## src/core/wit_defs.svh

```systemverilog
`ifndef WIT_DEFS_SVH
`define WIT_DEFS_SVH

`define WIT_ADDR_W          4
`define WIT_OFS_TIME        4'h0
`define WIT_OFS_MODE        4'h1
`define WIT_OFS_IRQ_CTRL    4'h2
`define WIT_OFS_STATUS      4'h3

`define WIT_MODE_RUN_BIT    7
`define WIT_MODE_SEL_BIT    4
`define WIT_MODE_ACT_BIT    3
`define WIT_IRQ_MASK_BIT    6
`define WIT_TIME_RST        8'h00
`define WIT_MODE_RST        8'h00
`define WIT_IRQ_CTRL_RST    8'h47

`define WIT_CNT_W           21

`endif

```

## src/core/wit_pkg.sv

```systemverilog
package wit_pkg;
    typedef enum logic [2:0] {
        WIT_ST_IDLE   = 3'b001,
        WIT_ST_ITVL   = 3'b010,
        WIT_ST_WDOG   = 3'b100
    } wit_state_t;

    typedef enum logic [1:0] {
        WIT_ACT_ITVL0 = 2'b00,
        WIT_ACT_ITVL1 = 2'b01,
        WIT_ACT_NMI   = 2'b10,
        WIT_ACT_RESET = 2'b11
    } wit_mode_t;
endpackage

```

## src/core/wit_prescaler.sv

```systemverilog
`timescale 1ns/1ps
`include "wit_defs.svh"
module wit_prescaler
    import wit_pkg::*;
#(
    parameter int CNT_W = `WIT_CNT_W
) (
    input  wire logic             clk_i,
    input  wire logic             nrst_i,
    input  wire logic             clear_i,
    input  wire logic             count_en_i,
    input  wire logic [2:0]       sel_i,
    output logic                  ovf_o,
    output logic [CNT_W-1:0]      count_o
);
    // Top tap sits at bit 20
    if (CNT_W < 21) begin : g_cnt_w_check
        $error("wit_prescaler: CNT_W below 21");
    end

    logic [CNT_W-1:0] cnt_q;
    logic [CNT_W-1:0] cnt_d;
    logic [CNT_W:0]   sum;
    logic [4:0]       stage;
    logic             tap_old;
    logic             tap_new;
    logic             ovf_q;

    // Stage index: 13..19, then 21 for the top code
    assign stage   = (sel_i == 3'h7) ? 5'd21 : 5'(5'd13 + {2'b00, sel_i}); // RL2
    assign sum     = {1'b0, cnt_q} + {{CNT_W{1'b0}}, 1'b1};
    assign tap_old = cnt_q[stage - 5'd1];
    assign tap_new = sum[stage - 5'd1];
    assign cnt_d   = clear_i ? '0 : (count_en_i ? sum[CNT_W-1:0] : cnt_q);

    always_ff @(posedge clk_i or negedge nrst_i) begin
        if (!nrst_i) begin
            cnt_q <= '0;
            ovf_q <= 1'b0;
        end else begin
            cnt_q <= cnt_d;
            ovf_q <= !clear_i && count_en_i && tap_old && !tap_new; // RL19
        end
    end

    assign ovf_o   = ovf_q;
    assign count_o = cnt_q;
endmodule

```

## src/core/wit_sync.sv

```systemverilog
`timescale 1ns/1ps
module wit_sync (
    input  wire logic clk_i,
    input  wire logic nrst_i,
    input  wire logic d_i,
    output logic      q_o
);
    logic s1_q;

    always_ff @(posedge clk_i or negedge nrst_i) begin
        if (!nrst_i) begin
            s1_q <= 1'b0;
            q_o  <= 1'b0;
        end else begin
            s1_q <= d_i;
            q_o  <= s1_q;
        end
    end
endmodule

```

## src/core/wit_top.sv

```systemverilog
// Added by the designer: the address-and-strobe port and the register addresses.
`timescale 1ns/1ps
`include "wit_defs.svh"
// Functional notes
// RL1 - Mode select bit at 1 selects program-loop watchdog operation.
// RL2 - Three-bit time select gives period 2^13..2^19 or 2^21 clocks.
// RL3 - Writing 1 to the run bit starts counting.
// RL4 - Each later run-bit write of 1 clears counter and restarts it.
// RL5 - Watchdog overflow raises reset if action bit set, else NMI.
// RL6 - Watchdog counting halts in STOP or IDLE.
// RL7 - Software should write run bit just before STOP or IDLE.
// RL8 - Watchdog keeps counting during HALT.
// RL9 - Counter holds its value while CPU runs from subclock.
// RL10 - Mode select 0 gives interval timer with periodic maskable request.
// RL11 - Interval request gated by mask flag, carries three-bit priority.
// RL12 - Interval request has highest default maskable priority.
// RL13 - Interval counting continues in HALT, stops in STOP and IDLE.
// RL14 - Once watchdog selected, interval mode cannot return until reset.
// RL15 - Mode 00/01 interval, 10 watchdog NMI, 11 watchdog reset.
// RL16 - Run bit cannot be cleared by software once set.
// RL17 - Mode and action bits cannot be cleared by software once set.
// RL18 - Reset clears mode register: counter stopped, interval mode.
// RL19 - Binary prescaler; rollover of selected stage gives one-cycle pulse.
// RL20 - Power-stop and subclock inputs gate the count enable.
module wit_top
    import wit_pkg::*;
#(
    parameter int CNT_W = `WIT_CNT_W
) (
    input  wire logic                   clk_i,
    input  wire logic                   nrst_i,
    input  wire logic [`WIT_ADDR_W-1:0] addr_i,
    input  wire logic [7:0]             wdata_i,
    input  wire logic                   wr_i,
    input  wire logic                   rd_i,
    output logic      [7:0]             rdata_o,
    input  wire logic                   halt_mode_i,
    input  wire logic                   stop_idle_mode_i,
    input  wire logic                   subclock_sel_i,
    output logic                        wd_reset_request_o,
    output logic                        wd_nmi_request_o,
    output logic                        interval_irq_request_o,
    output logic      [2:0]             interval_irq_priority_o,
    output logic                        interval_irq_default_top_o
);
    // Top tap sits at bit 20
    if (CNT_W < 21) begin : g_cnt_w_check
        $error("wit_top: CNT_W below 21");
    end

    logic [2:0]       overflow_time_register_q;
    logic             count_run_bit_q;
    logic             wd_mode_select_bit_q;
    logic             overflow_action_bit_q;
    logic             interval_irq_mask_q;
    logic [2:0]       interval_irq_priority_q;
    logic             nmi_q;
    logic             rst_q;
    logic             itv_q;
    logic [7:0]       rdata_q;
    logic             ovf_seen_q;

    logic             stop_idle_s;
    logic             subclock_s;
    logic             ovf;
    logic [CNT_W-1:0] count;
    logic             wr_time;
    logic             wr_mode;
    logic             wr_irq;
    logic             restart;
    logic             count_en;
    logic [7:0]       mode_rd;
    logic [7:0]       irq_rd;
    logic [7:0]       stat_rd;
    logic [7:0]       rd_mux;
    wit_mode_t        mode;
    wit_state_t       state;

    wit_sync u_sync_stop (
        .clk_i  (clk_i),
        .nrst_i (nrst_i),
        .d_i    (stop_idle_mode_i),
        .q_o    (stop_idle_s)
    );

    wit_sync u_sync_sub (
        .clk_i  (clk_i),
        .nrst_i (nrst_i),
        .d_i    (subclock_sel_i),
        .q_o    (subclock_s)
    );

    // Register decode
    assign wr_time = wr_i && (addr_i == `WIT_OFS_TIME);
    assign wr_mode = wr_i && (addr_i == `WIT_OFS_MODE);
    assign wr_irq  = wr_i && (addr_i == `WIT_OFS_IRQ_CTRL);
    assign restart = wr_mode && wdata_i[`WIT_MODE_RUN_BIT]; // RL3 RL4

    // HALT does not gate the count
    assign count_en = count_run_bit_q && !stop_idle_s && !subclock_s; // RL6 RL8 RL9 RL13 RL20

    assign mode  = wit_mode_t'({wd_mode_select_bit_q, overflow_action_bit_q});
    assign state = !count_run_bit_q ? WIT_ST_IDLE
                 : (wd_mode_select_bit_q ? WIT_ST_WDOG : WIT_ST_ITVL); // RL1 RL10 RL15

    wit_prescaler #(
        .CNT_W (CNT_W)
    ) u_presc (
        .clk_i      (clk_i),
        .nrst_i     (nrst_i),
        .clear_i    (restart),
        .count_en_i (count_en),
        .sel_i      (overflow_time_register_q),
        .ovf_o      (ovf),
        .count_o    (count)
    ); // RL2 RL19

    assign mode_rd = {count_run_bit_q, 2'b00, wd_mode_select_bit_q, overflow_action_bit_q, 3'b000};
    assign irq_rd  = {1'b0, interval_irq_mask_q, 3'b000, interval_irq_priority_q};
    assign stat_rd = {3'b000, ovf_seen_q, 1'b0, state};
    assign rd_mux  = (addr_i == `WIT_OFS_TIME)     ? {5'b00000, overflow_time_register_q}
                   : (addr_i == `WIT_OFS_MODE)     ? mode_rd
                   : (addr_i == `WIT_OFS_IRQ_CTRL) ? irq_rd
                   : (addr_i == `WIT_OFS_STATUS)   ? stat_rd
                   : 8'h00;

    always_ff @(posedge clk_i or negedge nrst_i) begin
        if (!nrst_i) begin
            overflow_time_register_q <= 3'h0;
            count_run_bit_q          <= 1'b0;
            wd_mode_select_bit_q     <= 1'b0;
            overflow_action_bit_q    <= 1'b0; // RL18
        end else begin
            if (wr_time) begin
                overflow_time_register_q <= wdata_i[2:0];
            end
            if (wr_mode) begin
                // Bits are sticky: software can only set them
                count_run_bit_q       <= count_run_bit_q | wdata_i[`WIT_MODE_RUN_BIT]; // RL16
                wd_mode_select_bit_q  <= wd_mode_select_bit_q | wdata_i[`WIT_MODE_SEL_BIT]; // RL14 RL17
                overflow_action_bit_q <= overflow_action_bit_q | wdata_i[`WIT_MODE_ACT_BIT]; // RL17
            end
        end
    end

    always_ff @(posedge clk_i or negedge nrst_i) begin
        if (!nrst_i) begin
            interval_irq_mask_q     <= 1'b1;
            interval_irq_priority_q <= 3'h7;
        end else if (wr_irq) begin
            interval_irq_mask_q     <= wdata_i[`WIT_IRQ_MASK_BIT];
            interval_irq_priority_q <= wdata_i[2:0];
        end
    end

    always_ff @(posedge clk_i or negedge nrst_i) begin
        if (!nrst_i) begin
            nmi_q <= 1'b0;
            rst_q <= 1'b0;
            itv_q <= 1'b0;
        end else begin
            nmi_q <= ovf && (mode == WIT_ACT_NMI); // RL5
            rst_q <= ovf && (mode == WIT_ACT_RESET); // RL5
            itv_q <= ovf && !wd_mode_select_bit_q && !interval_irq_mask_q; // RL10 RL11
        end
    end

    // Overflow seen flag: set wins over read-clear
    always_ff @(posedge clk_i or negedge nrst_i) begin
        if (!nrst_i) begin
            ovf_seen_q <= 1'b0;
        end else if (ovf) begin
            ovf_seen_q <= 1'b1;
        end else if (rd_i && addr_i == `WIT_OFS_STATUS) begin
            ovf_seen_q <= 1'b0;
        end
    end

    always_ff @(posedge clk_i or negedge nrst_i) begin
        if (!nrst_i) begin
            rdata_q <= 8'h00;
        end else if (rd_i) begin
            rdata_q <= rd_mux;
        end else begin
            rdata_q <= 8'h00;
        end
    end

    assign rdata_o                    = rdata_q;
    assign wd_nmi_request_o           = nmi_q;
    assign wd_reset_request_o         = rst_q;
    assign interval_irq_request_o     = itv_q;
    assign interval_irq_priority_o    = interval_irq_priority_q; // RL11
    assign interval_irq_default_top_o = 1'b1; // RL12
endmodule

```

## config.mk

```make
export PLATFORM = sky130hd
export DESIGN_NAME = wit_top
export DESIGN_NICKNAME = d
export VERILOG_FILES = /design/src/core/wit_pkg.sv /design/src/core/wit_prescaler.sv /design/src/core/wit_sync.sv /design/src/core/wit_top.sv
export VERILOG_INCLUDE_DIRS = /design/src /design/src/core
export SDC_FILE = /design/constraint.sdc
export NUM_CORES = 1
export LEC_CHECK = 0
export ABC_AREA = 1
export BUFFER_PORTS_ARGS = -buffer_cell sky130_fd_sc_hd__buf_2
export CAP_MARGIN = 20
export CORE_ASPECT_RATIO = 1.4
export CORE_MARGIN = 3
export CORE_UTILIZATION = 30
export CTS_CLUSTER_SIZE = 14
export DETAILED_ROUTE_END_ITERATION = 12
export GPL_TIMING_DRIVEN = 0
export HOLD_SLACK_MARGIN = 0.06
export PLACE_DENSITY_LB_ADDON = 0.2
export RECOVER_POWER = 100
export REMOVE_ABC_BUFFERS = 1
export SLEW_MARGIN = 20
export SYNTH_ARGS = -nofsm -noshare
export SYNTH_HDL_FRONTEND = slang
export SYNTH_SLANG_ARGS = --single-unit
export TNS_END_PERCENT = 50
```

## constraint.sdc

```tcl
create_clock -name clk_i -period 2.7 [get_ports clk_i]
set_input_delay 0.27 -clock clk_i [delete_from_list [all_inputs] [get_ports clk_i]]
set_output_delay 0.27 -clock clk_i [all_outputs]
set_load 0.1 [all_outputs]
```

==> impl_metrics.tcl, run 1 <==
set metrics [dict create \
    status "completed" \
    drc 0 \
    final_hold_viol_count 0 \
    ant_nets 0 \
    gr-usage-met3_pct 2.477 \
    met2_usage_pct 28.09 \
    ys_seq_elements 47 \
    antenna_found_initial 0 \
    grt_pass1_wl_mm 13.72 \
    synthCells 398 \
    vias 2747 \
    irDropWorstVdd_mv 0.4283 \
    critPathRequiredTime_ns 2.88 \
    synth_top_cell_by_area "dfrtp_1" \
    cts_tree "done" \
    multi_input_comb_area_sq_mm 0.001602 \
    core_area_sq_mm 0.009617 \
    hold_path_class "in2reg" \
    ys_top_cells_by_count "nand2_1, inv_1, dfrtp_1" \
    clkSlewWorstSetupHoldPaths_ns 0.07 \
    hpwl_mm 5.943 \
    post_dp_cell_area_sq_mm 0.003269 \
    setup_viol 0 \
    synth_area_leaders "dfrtp_1, nand2_1, nand3_1, inv_1, dfstp_2" \
    yosys_warnings 0 \
    synthMostInstantiatedCell "nand2_1" \
    grt_use_met1_pct 16.39 \
    fmax_ghz 0.4065 \
    floorplan.initialDensity_pct 31.30 \
    antenna_cells 0 \
    cts_buffers 5 \
    crit_path_end_kind "register" \
    overflow 0 \
    drv_slew 0 \
    rsz0062_at_grt "false" \
    drt-total-wl_mm 8.131 \
    async_reset_ff_share_pct 100.0 \
    gp_congestion 0.8725 \
    clk_latency_ns 0.29 \
    portBuffers 29 \
    yosysTopAreaCellShare_pct 35.74 \
    start_kind "register" \
    dr.pass1.iters 5 \
    post_drt_wl_per_cell_um 14.29 \
    layout.nets 460 \
    crit_arrival_ns 2.64 \
    fillers 1039 \
    syn_area_sq_mm 0.003010 \
    finalCritPeriodShare_pct 91.11 \
    final-seq-area_sq_mm 0.001182 \
    worst_pin_slew_ns 1.205 \
    die_x_um 90.66 \
    clock_sinks 47 \
    boundaryPins 34 \
    die_h_um 124.5 \
    critPathMaxFanout 13 \
    vias_per_cell 4.828 \
    first_global_vias 2895 \
    layout-drive-gt1-share_pct 17.39 \
    cts_root_buf "clkbuf_16" \
    reg2reg_depth 17 \
    area_delta_synth_final_pct 16.87 \
    avgSynthCellArea_sq_um 7.564 \
    fp-row-count 42 \
    dieArea_sq_mm 0.01129 \
    maxCapViolCount 0 \
    clockBufferDepth 2 \
    design_area_sq_mm 0.003518 \
    synth-edff-count 0 \
    seq_area_frac_synth_pct 39.24 \
    htree_levels 2 \
    critPathKind "reg2reg" \
    synth_cell_types 43 \
    first_iter_violations 115 \
    whs_path_depth 1 \
    layout_min_cycle_time_ns 2.460 \
    grt_max_degree 48 \
    finClkSkew_ns 0.007572 \
    busiest_layer "met2" \
    power.leakage_uw 0.001478 \
    relSlewSlack_pct 19.63 \
    setup_slack_ns 0.2401 \
    power_density_mw_per_mm2 731.5 \
    dp_slack_ns -0.5453 \
    grt_use_total_pct 15.07 \
    synthFlopType "dfrtp_1" \
]
==> placed cells by master, fill, tap and decap left out, drive strengths merged <==
cell type and count:
xnor2 2, or2 1, dlygate4sd3 1, dfrtp 43
o21ai 29, o31ai 1, ha 5, a211oi 1
xor2 6, and2 3, dfstp 4, nor3 8
a221oi 1, inv 52, nor2 34, buf 23
a21oi 15, o311ai 1, o211ai 5, nand3 39
o21bai 4, clkinv 3, clkbuf 20, mux2 1
nand2 115, nand4 7, o22ai 10, conb 2
clkinvlp 1
==> through the flow <==
stage	std cells	total power (uW)	hold WS, ns	setup TNS [ns]	util, %
after detailed placement	551	1803	0.3386	-0.5453	34.00
after floorplan	390	1571	-0.02559	0	-
after global routing	569	2771	0.08211	0	36.59
after global placement	551	1797	0.3338	-0.5316	34.00
after CTS	560	2528	0.07713	0	36.14
final	569	2574	0.08758	0	36.59
==> final cells by class <==
type	count	share of cell area [%]
Tap cell	132	4.694
Timing Repair Buffer	38	5.654
Sequential cell	47	33.61
Clock buffer	6	3.947
Multi-Input combinational cell	290	45.52
Inverter	54	6.117
Clock inverter	2	0.4623
==> sequential cells by signal (all words and copies together), names as in the netlist <==
signal	count
overflow_action_bit_q	1
u_presc.count_o	21
u_sync_sub.s1_q	1
interval_irq_request_o	1
interval_irq_priority_o	3
ovf_seen_q	1
rdata_o	7
wd_nmi_request_o	1
u_sync_stop.q_o	1
overflow_time_register_q	3
wd_mode_select_bit_q	1
u_presc.ovf_o	1
u_sync_stop.s1_q	1
u_sync_sub.q_o	1
count_run_bit_q	1
interval_irq_mask_q	1
wd_reset_request_o	1
==> kinds of logic (layout without fill, tap and decap cells) <==
kind of cell	count (synthesis)	in the layout	synth area share [%]
and+or+nand+nor	206	207	33.25
adders and majority gates	5	5	2.078
DFF	47	47	39.24
muxes	1	1	0.3740
other	2	2	0.2495
AOI/OAI and AO/OA	67	67	13.01
xor gates and xnor gates	8	8	3.201
buffers and inverters	62	100	8.604
==> where the power goes <==
| group | internal [uW] | switching, uW |
|---|---|---|
| logic | 365 | 706 |
| clock network | 371 | 283 |
| registers | 782 | 68.5 |
==> worst paths after layout <==
path	slack, ns	startpoint	end
max in group asynchronous	1.13	nrst_i	overflow_time_register_q[0]
min in group asynchronous	0.77	nrst_i	u_presc.count_o[8]
min	0.09	subclock_sel_i	u_sync_sub.s1_q
min reg2reg	0.35	u_sync_stop.s1_q	u_sync_stop.q_o
max reg2reg	0.24	overflow_time_register_q[0]	u_presc.ovf_o
max	0.24	overflow_time_register_q[0]	u_presc.ovf_o
==> critical path, cell delays in order, from the launching register on <==
cell,delay [ns]
dfrtp_2,0.44
ha_1,0.23
ha_1,0.21
inv_4,0.10
nand2_8,0.11
inv_8,0.12
ha_4,0.22
buf_4,0.18
a21oi_1,0.11
o21ai_0,0.09
nand4_1,0.11
nand3_1,0.09
nand2_1,0.07
nand2_1,0.05
nand2_1,0.05
clkinv_1,0.06
nand2_1,0.05
nor2_1,0.05
==> layer usage <==
metal | up-vias | wire length (um) | part of all wire, %
li1 | 1373 | - | -
met1 | 1294 | 3361 | 41
met2 | 60 | 4243 | 52
met3 | 20 | 264 | 3.2
met4 | 0 | 261 | 3.2
met5 | - | 0 | 0
==> timing repair <==
item / 4_1_cts / 5_1_grt
pin swaps: 1 / 2
setup buffers: 1 / 7
setup endpoints to repair: 1 / 1
gates cloned: 0 / 1
gates resized for setup: 7 / 6
endpoints found under the hold margin: 0 / 43
hold buffers: 0 / 1
No activity file was read; power rests on OpenSTA's default activity.
==> run 2: changes to the inputs <==
Settings changed: PLACE_DENSITY set to 0.51, PLACE_DENSITY_LB_ADDON 0.2 to not set.
==> run 2 against run 1 <==
  * Non-clock buffer count decreased by 4
  * Total power increased by 4.0%
  * Largest power group unchanged
  * Register-to-register slack about the same
  * Critical path type unchanged
  * Critical endpoint unchanged
  * Clock power increased by 24%
  * Design area increased by 0.28%
  * Via count decreased by 0.66%
  * Highest routed layer unchanged
  * Routed wire length decreased by 0.69%
  * Maximum frequency decreased by 0.42%
  * Sequential share of layout area decreased by 0.095 points
  * Sequential power about the same
  * Count of clock-buffer cells in the layout decreased by 1
  * Combinational power decreased by 5%
==> impl_metrics.tcl, run 2 (synthesis results as in run 1) <==
set metrics [dict create \
    core_area_sq_mm 0.009617 \
    largest_register_ffs 21 \
    critPathRequiredTime_ns 2.88 \
    layout_min_cycle_time_ns 2.470 \
    vias_per_cell 4.830 \
    setup_slack_ns 0.2297 \
    power.total_uw 2677 \
    seqPwrFrac_pct 31.6 \
    layout-drive-gt1-share_pct 16.40 \
    path_cells "ha_1 > ha_1 > inv_4 > nand2_2 > ha_4 > inv_4 > nor2_4 > inv_1 > o21ai_0 > a21oi_1 > o21ai_1 > nand2_1 > a21oi_1 > nor2_1" \
    clockBufferDepth 2 \
    crit_arrival_ns 2.65 \
    vias 2729 \
    antenna_found_initial 0 \
    irDropWorstVdd_mv 0.4648 \
    intPower_uw 1644 \
    fmax_ghz 0.4048 \
    htree_levels 2 \
    overflow 0 \
    worst_pin_slew_ns 1.176 \
    start_kind "register" \
    critPathSlowestCell "dfrtp_2" \
    pwr-share-comb_pct 38.1 \
    critPathKind "reg2reg" \
    portBuffers 29 \
    drv_slew 0 \
    utilization_pct 36.69 \
    final_hold_viol_count 0 \
    post_drt_wl_per_cell_um 14.29 \
    clk_latency_ns 0.29 \
    cpLargestDelayFamily "adder cells" \
    clock_sinks 47 \
    fp-row-count 42 \
    first_global_vias 2733 \
    cts_tree "done" \
    p_clk_share_pct 30.3 \
    grt_max_degree 48 \
    relSlewSlack_pct 21.96 \
    hpwl_mm 5.932 \
    rsz0062_at_grt "false" \
    drt-total-wl_mm 8.075 \
    die_h_um 124.5 \
    hold_path_class "in2reg" \
    dp_slack_ns -0.5218 \
    setup_viol 0 \
    crit_path_end_kind "register" \
    maxCapViolCount 0 \
    drc 0 \
    power.leakage_uw 0.001477 \
    power_density_mw_per_mm2 758.6 \
    fin_cells 565 \
    gp_congestion 0.8500 \
    finalCritPeriodShare_pct 91.49 \
    switchingPower_uw 1033 \
    ant_nets 0 \
    dieArea_sq_mm 0.01129 \
    finClkSkew_ns 0.008280 \
    critPathMaxFanout 8 \
    most-common-layout-cells "nand2_1, inv_1, dfrtp_1, nand3_1, nor2_1" \
    first_iter_violations 109 \
    fin_setup_tns_ns 0 \
    grt_use_total_pct 14.40 \
    antenna_cells 0 \
    grt_pass1_wl_mm 13.13 \
    crit_buf_inv 3 \
    floorplan.initialDensity_pct 31.30 \
    switching_share_pct 38.60 \
    dr.pass1.iters 4 \
    boundaryPins 34 \
    layout.nets 456 \
    status "completed" \
    area_delta_synth_final_pct 17.21 \
    cpPeakStageDelay_ns 0.44 \
    cts_root_buf "clkbuf_16" \
    cts_buffers 5 \
    die_x_um 90.66 \
    placedCellCount 551 \
    final_common_cell "nand2_1" \
    clkSlewWorstSetupHoldPaths_ns 0.07 \
]
-- run 2: power by group through the flow --
stage	clock network [uW]	registers, uW	logic (uW)
after floorplan	0	963	608
after global placement	0	863	933
after detailed placement	0	862	935
after CTS	832	852	984
after global routing	857	858	1140
final	811	847	1020
-- run 2: layout make-up --
| class | instances | area, sq um |
|---|---|---|
| fill | 1019 | 6088 |
| multi-input combinational | 290 | 1604 |
| sequential | 47 | 1182 |
| inverter | 54 | 215.2 |
| timing repair buffer | 34 | 168.9 |
| tap | 132 | 165.2 |
| clock buffer | 5 | 125.1 |
| clock inverter | 3 | 67.56 |
-- run 2: stage by stage --
stage / instance area [sq um] / hold slack [ns]
finish: 3528 / 0.08656
CTS: 3502 / 0.07740
floorplan: 2959 / -0.02559
detailed placement: 3269 / 0.3362
global route: 3528 / 0.08461
global placement: 3269 / 0.3329
-- run 2: layer usage --
layer	vias to the layer above	share of wire [%]	wire (um)	track usage, %
met5	-	0	0	0
li1	1365	-	-	-
met2	64	54	4345	26.47
met4	0	2.4	197	6.763
met1	1286	40	3240	15.57
met3	14	3.6	292	2.840
-- run 2: final timing paths --
check | from | to | slack, ns | cells past startpoint
worst max-delay path | overflow_time_register_q[0] | u_presc.ovf_o | 0.23 | 14
worst max register to register | overflow_time_register_q[0] | u_presc.ovf_o | 0.23 | 14
worst min register to register | u_sync_sub.s1_q | u_sync_sub.q_o | 0.35 | 0
max in group asynchronous | nrst_i | overflow_time_register_q[0] | 1.17 | 2
min in group asynchronous | nrst_i | u_presc.count_o[16] | 0.74 | 2
worst min-delay path | stop_idle_mode_i | u_sync_stop.s1_q | 0.09 | 1
-- run 2: what timing repair did --
| item | CTS | global route |
|---|---|---|
| gates cloned | 0 | 1 |
| hold buffers | 0 | 1 |
| setup endpoints to repair | 1 | 1 |
| hold endpoints to repair | 0 | 43 |
| setup buffers | 1 | 3 |
| pin swaps | 1 | 2 |
| resized for setup | 6 | 5 |
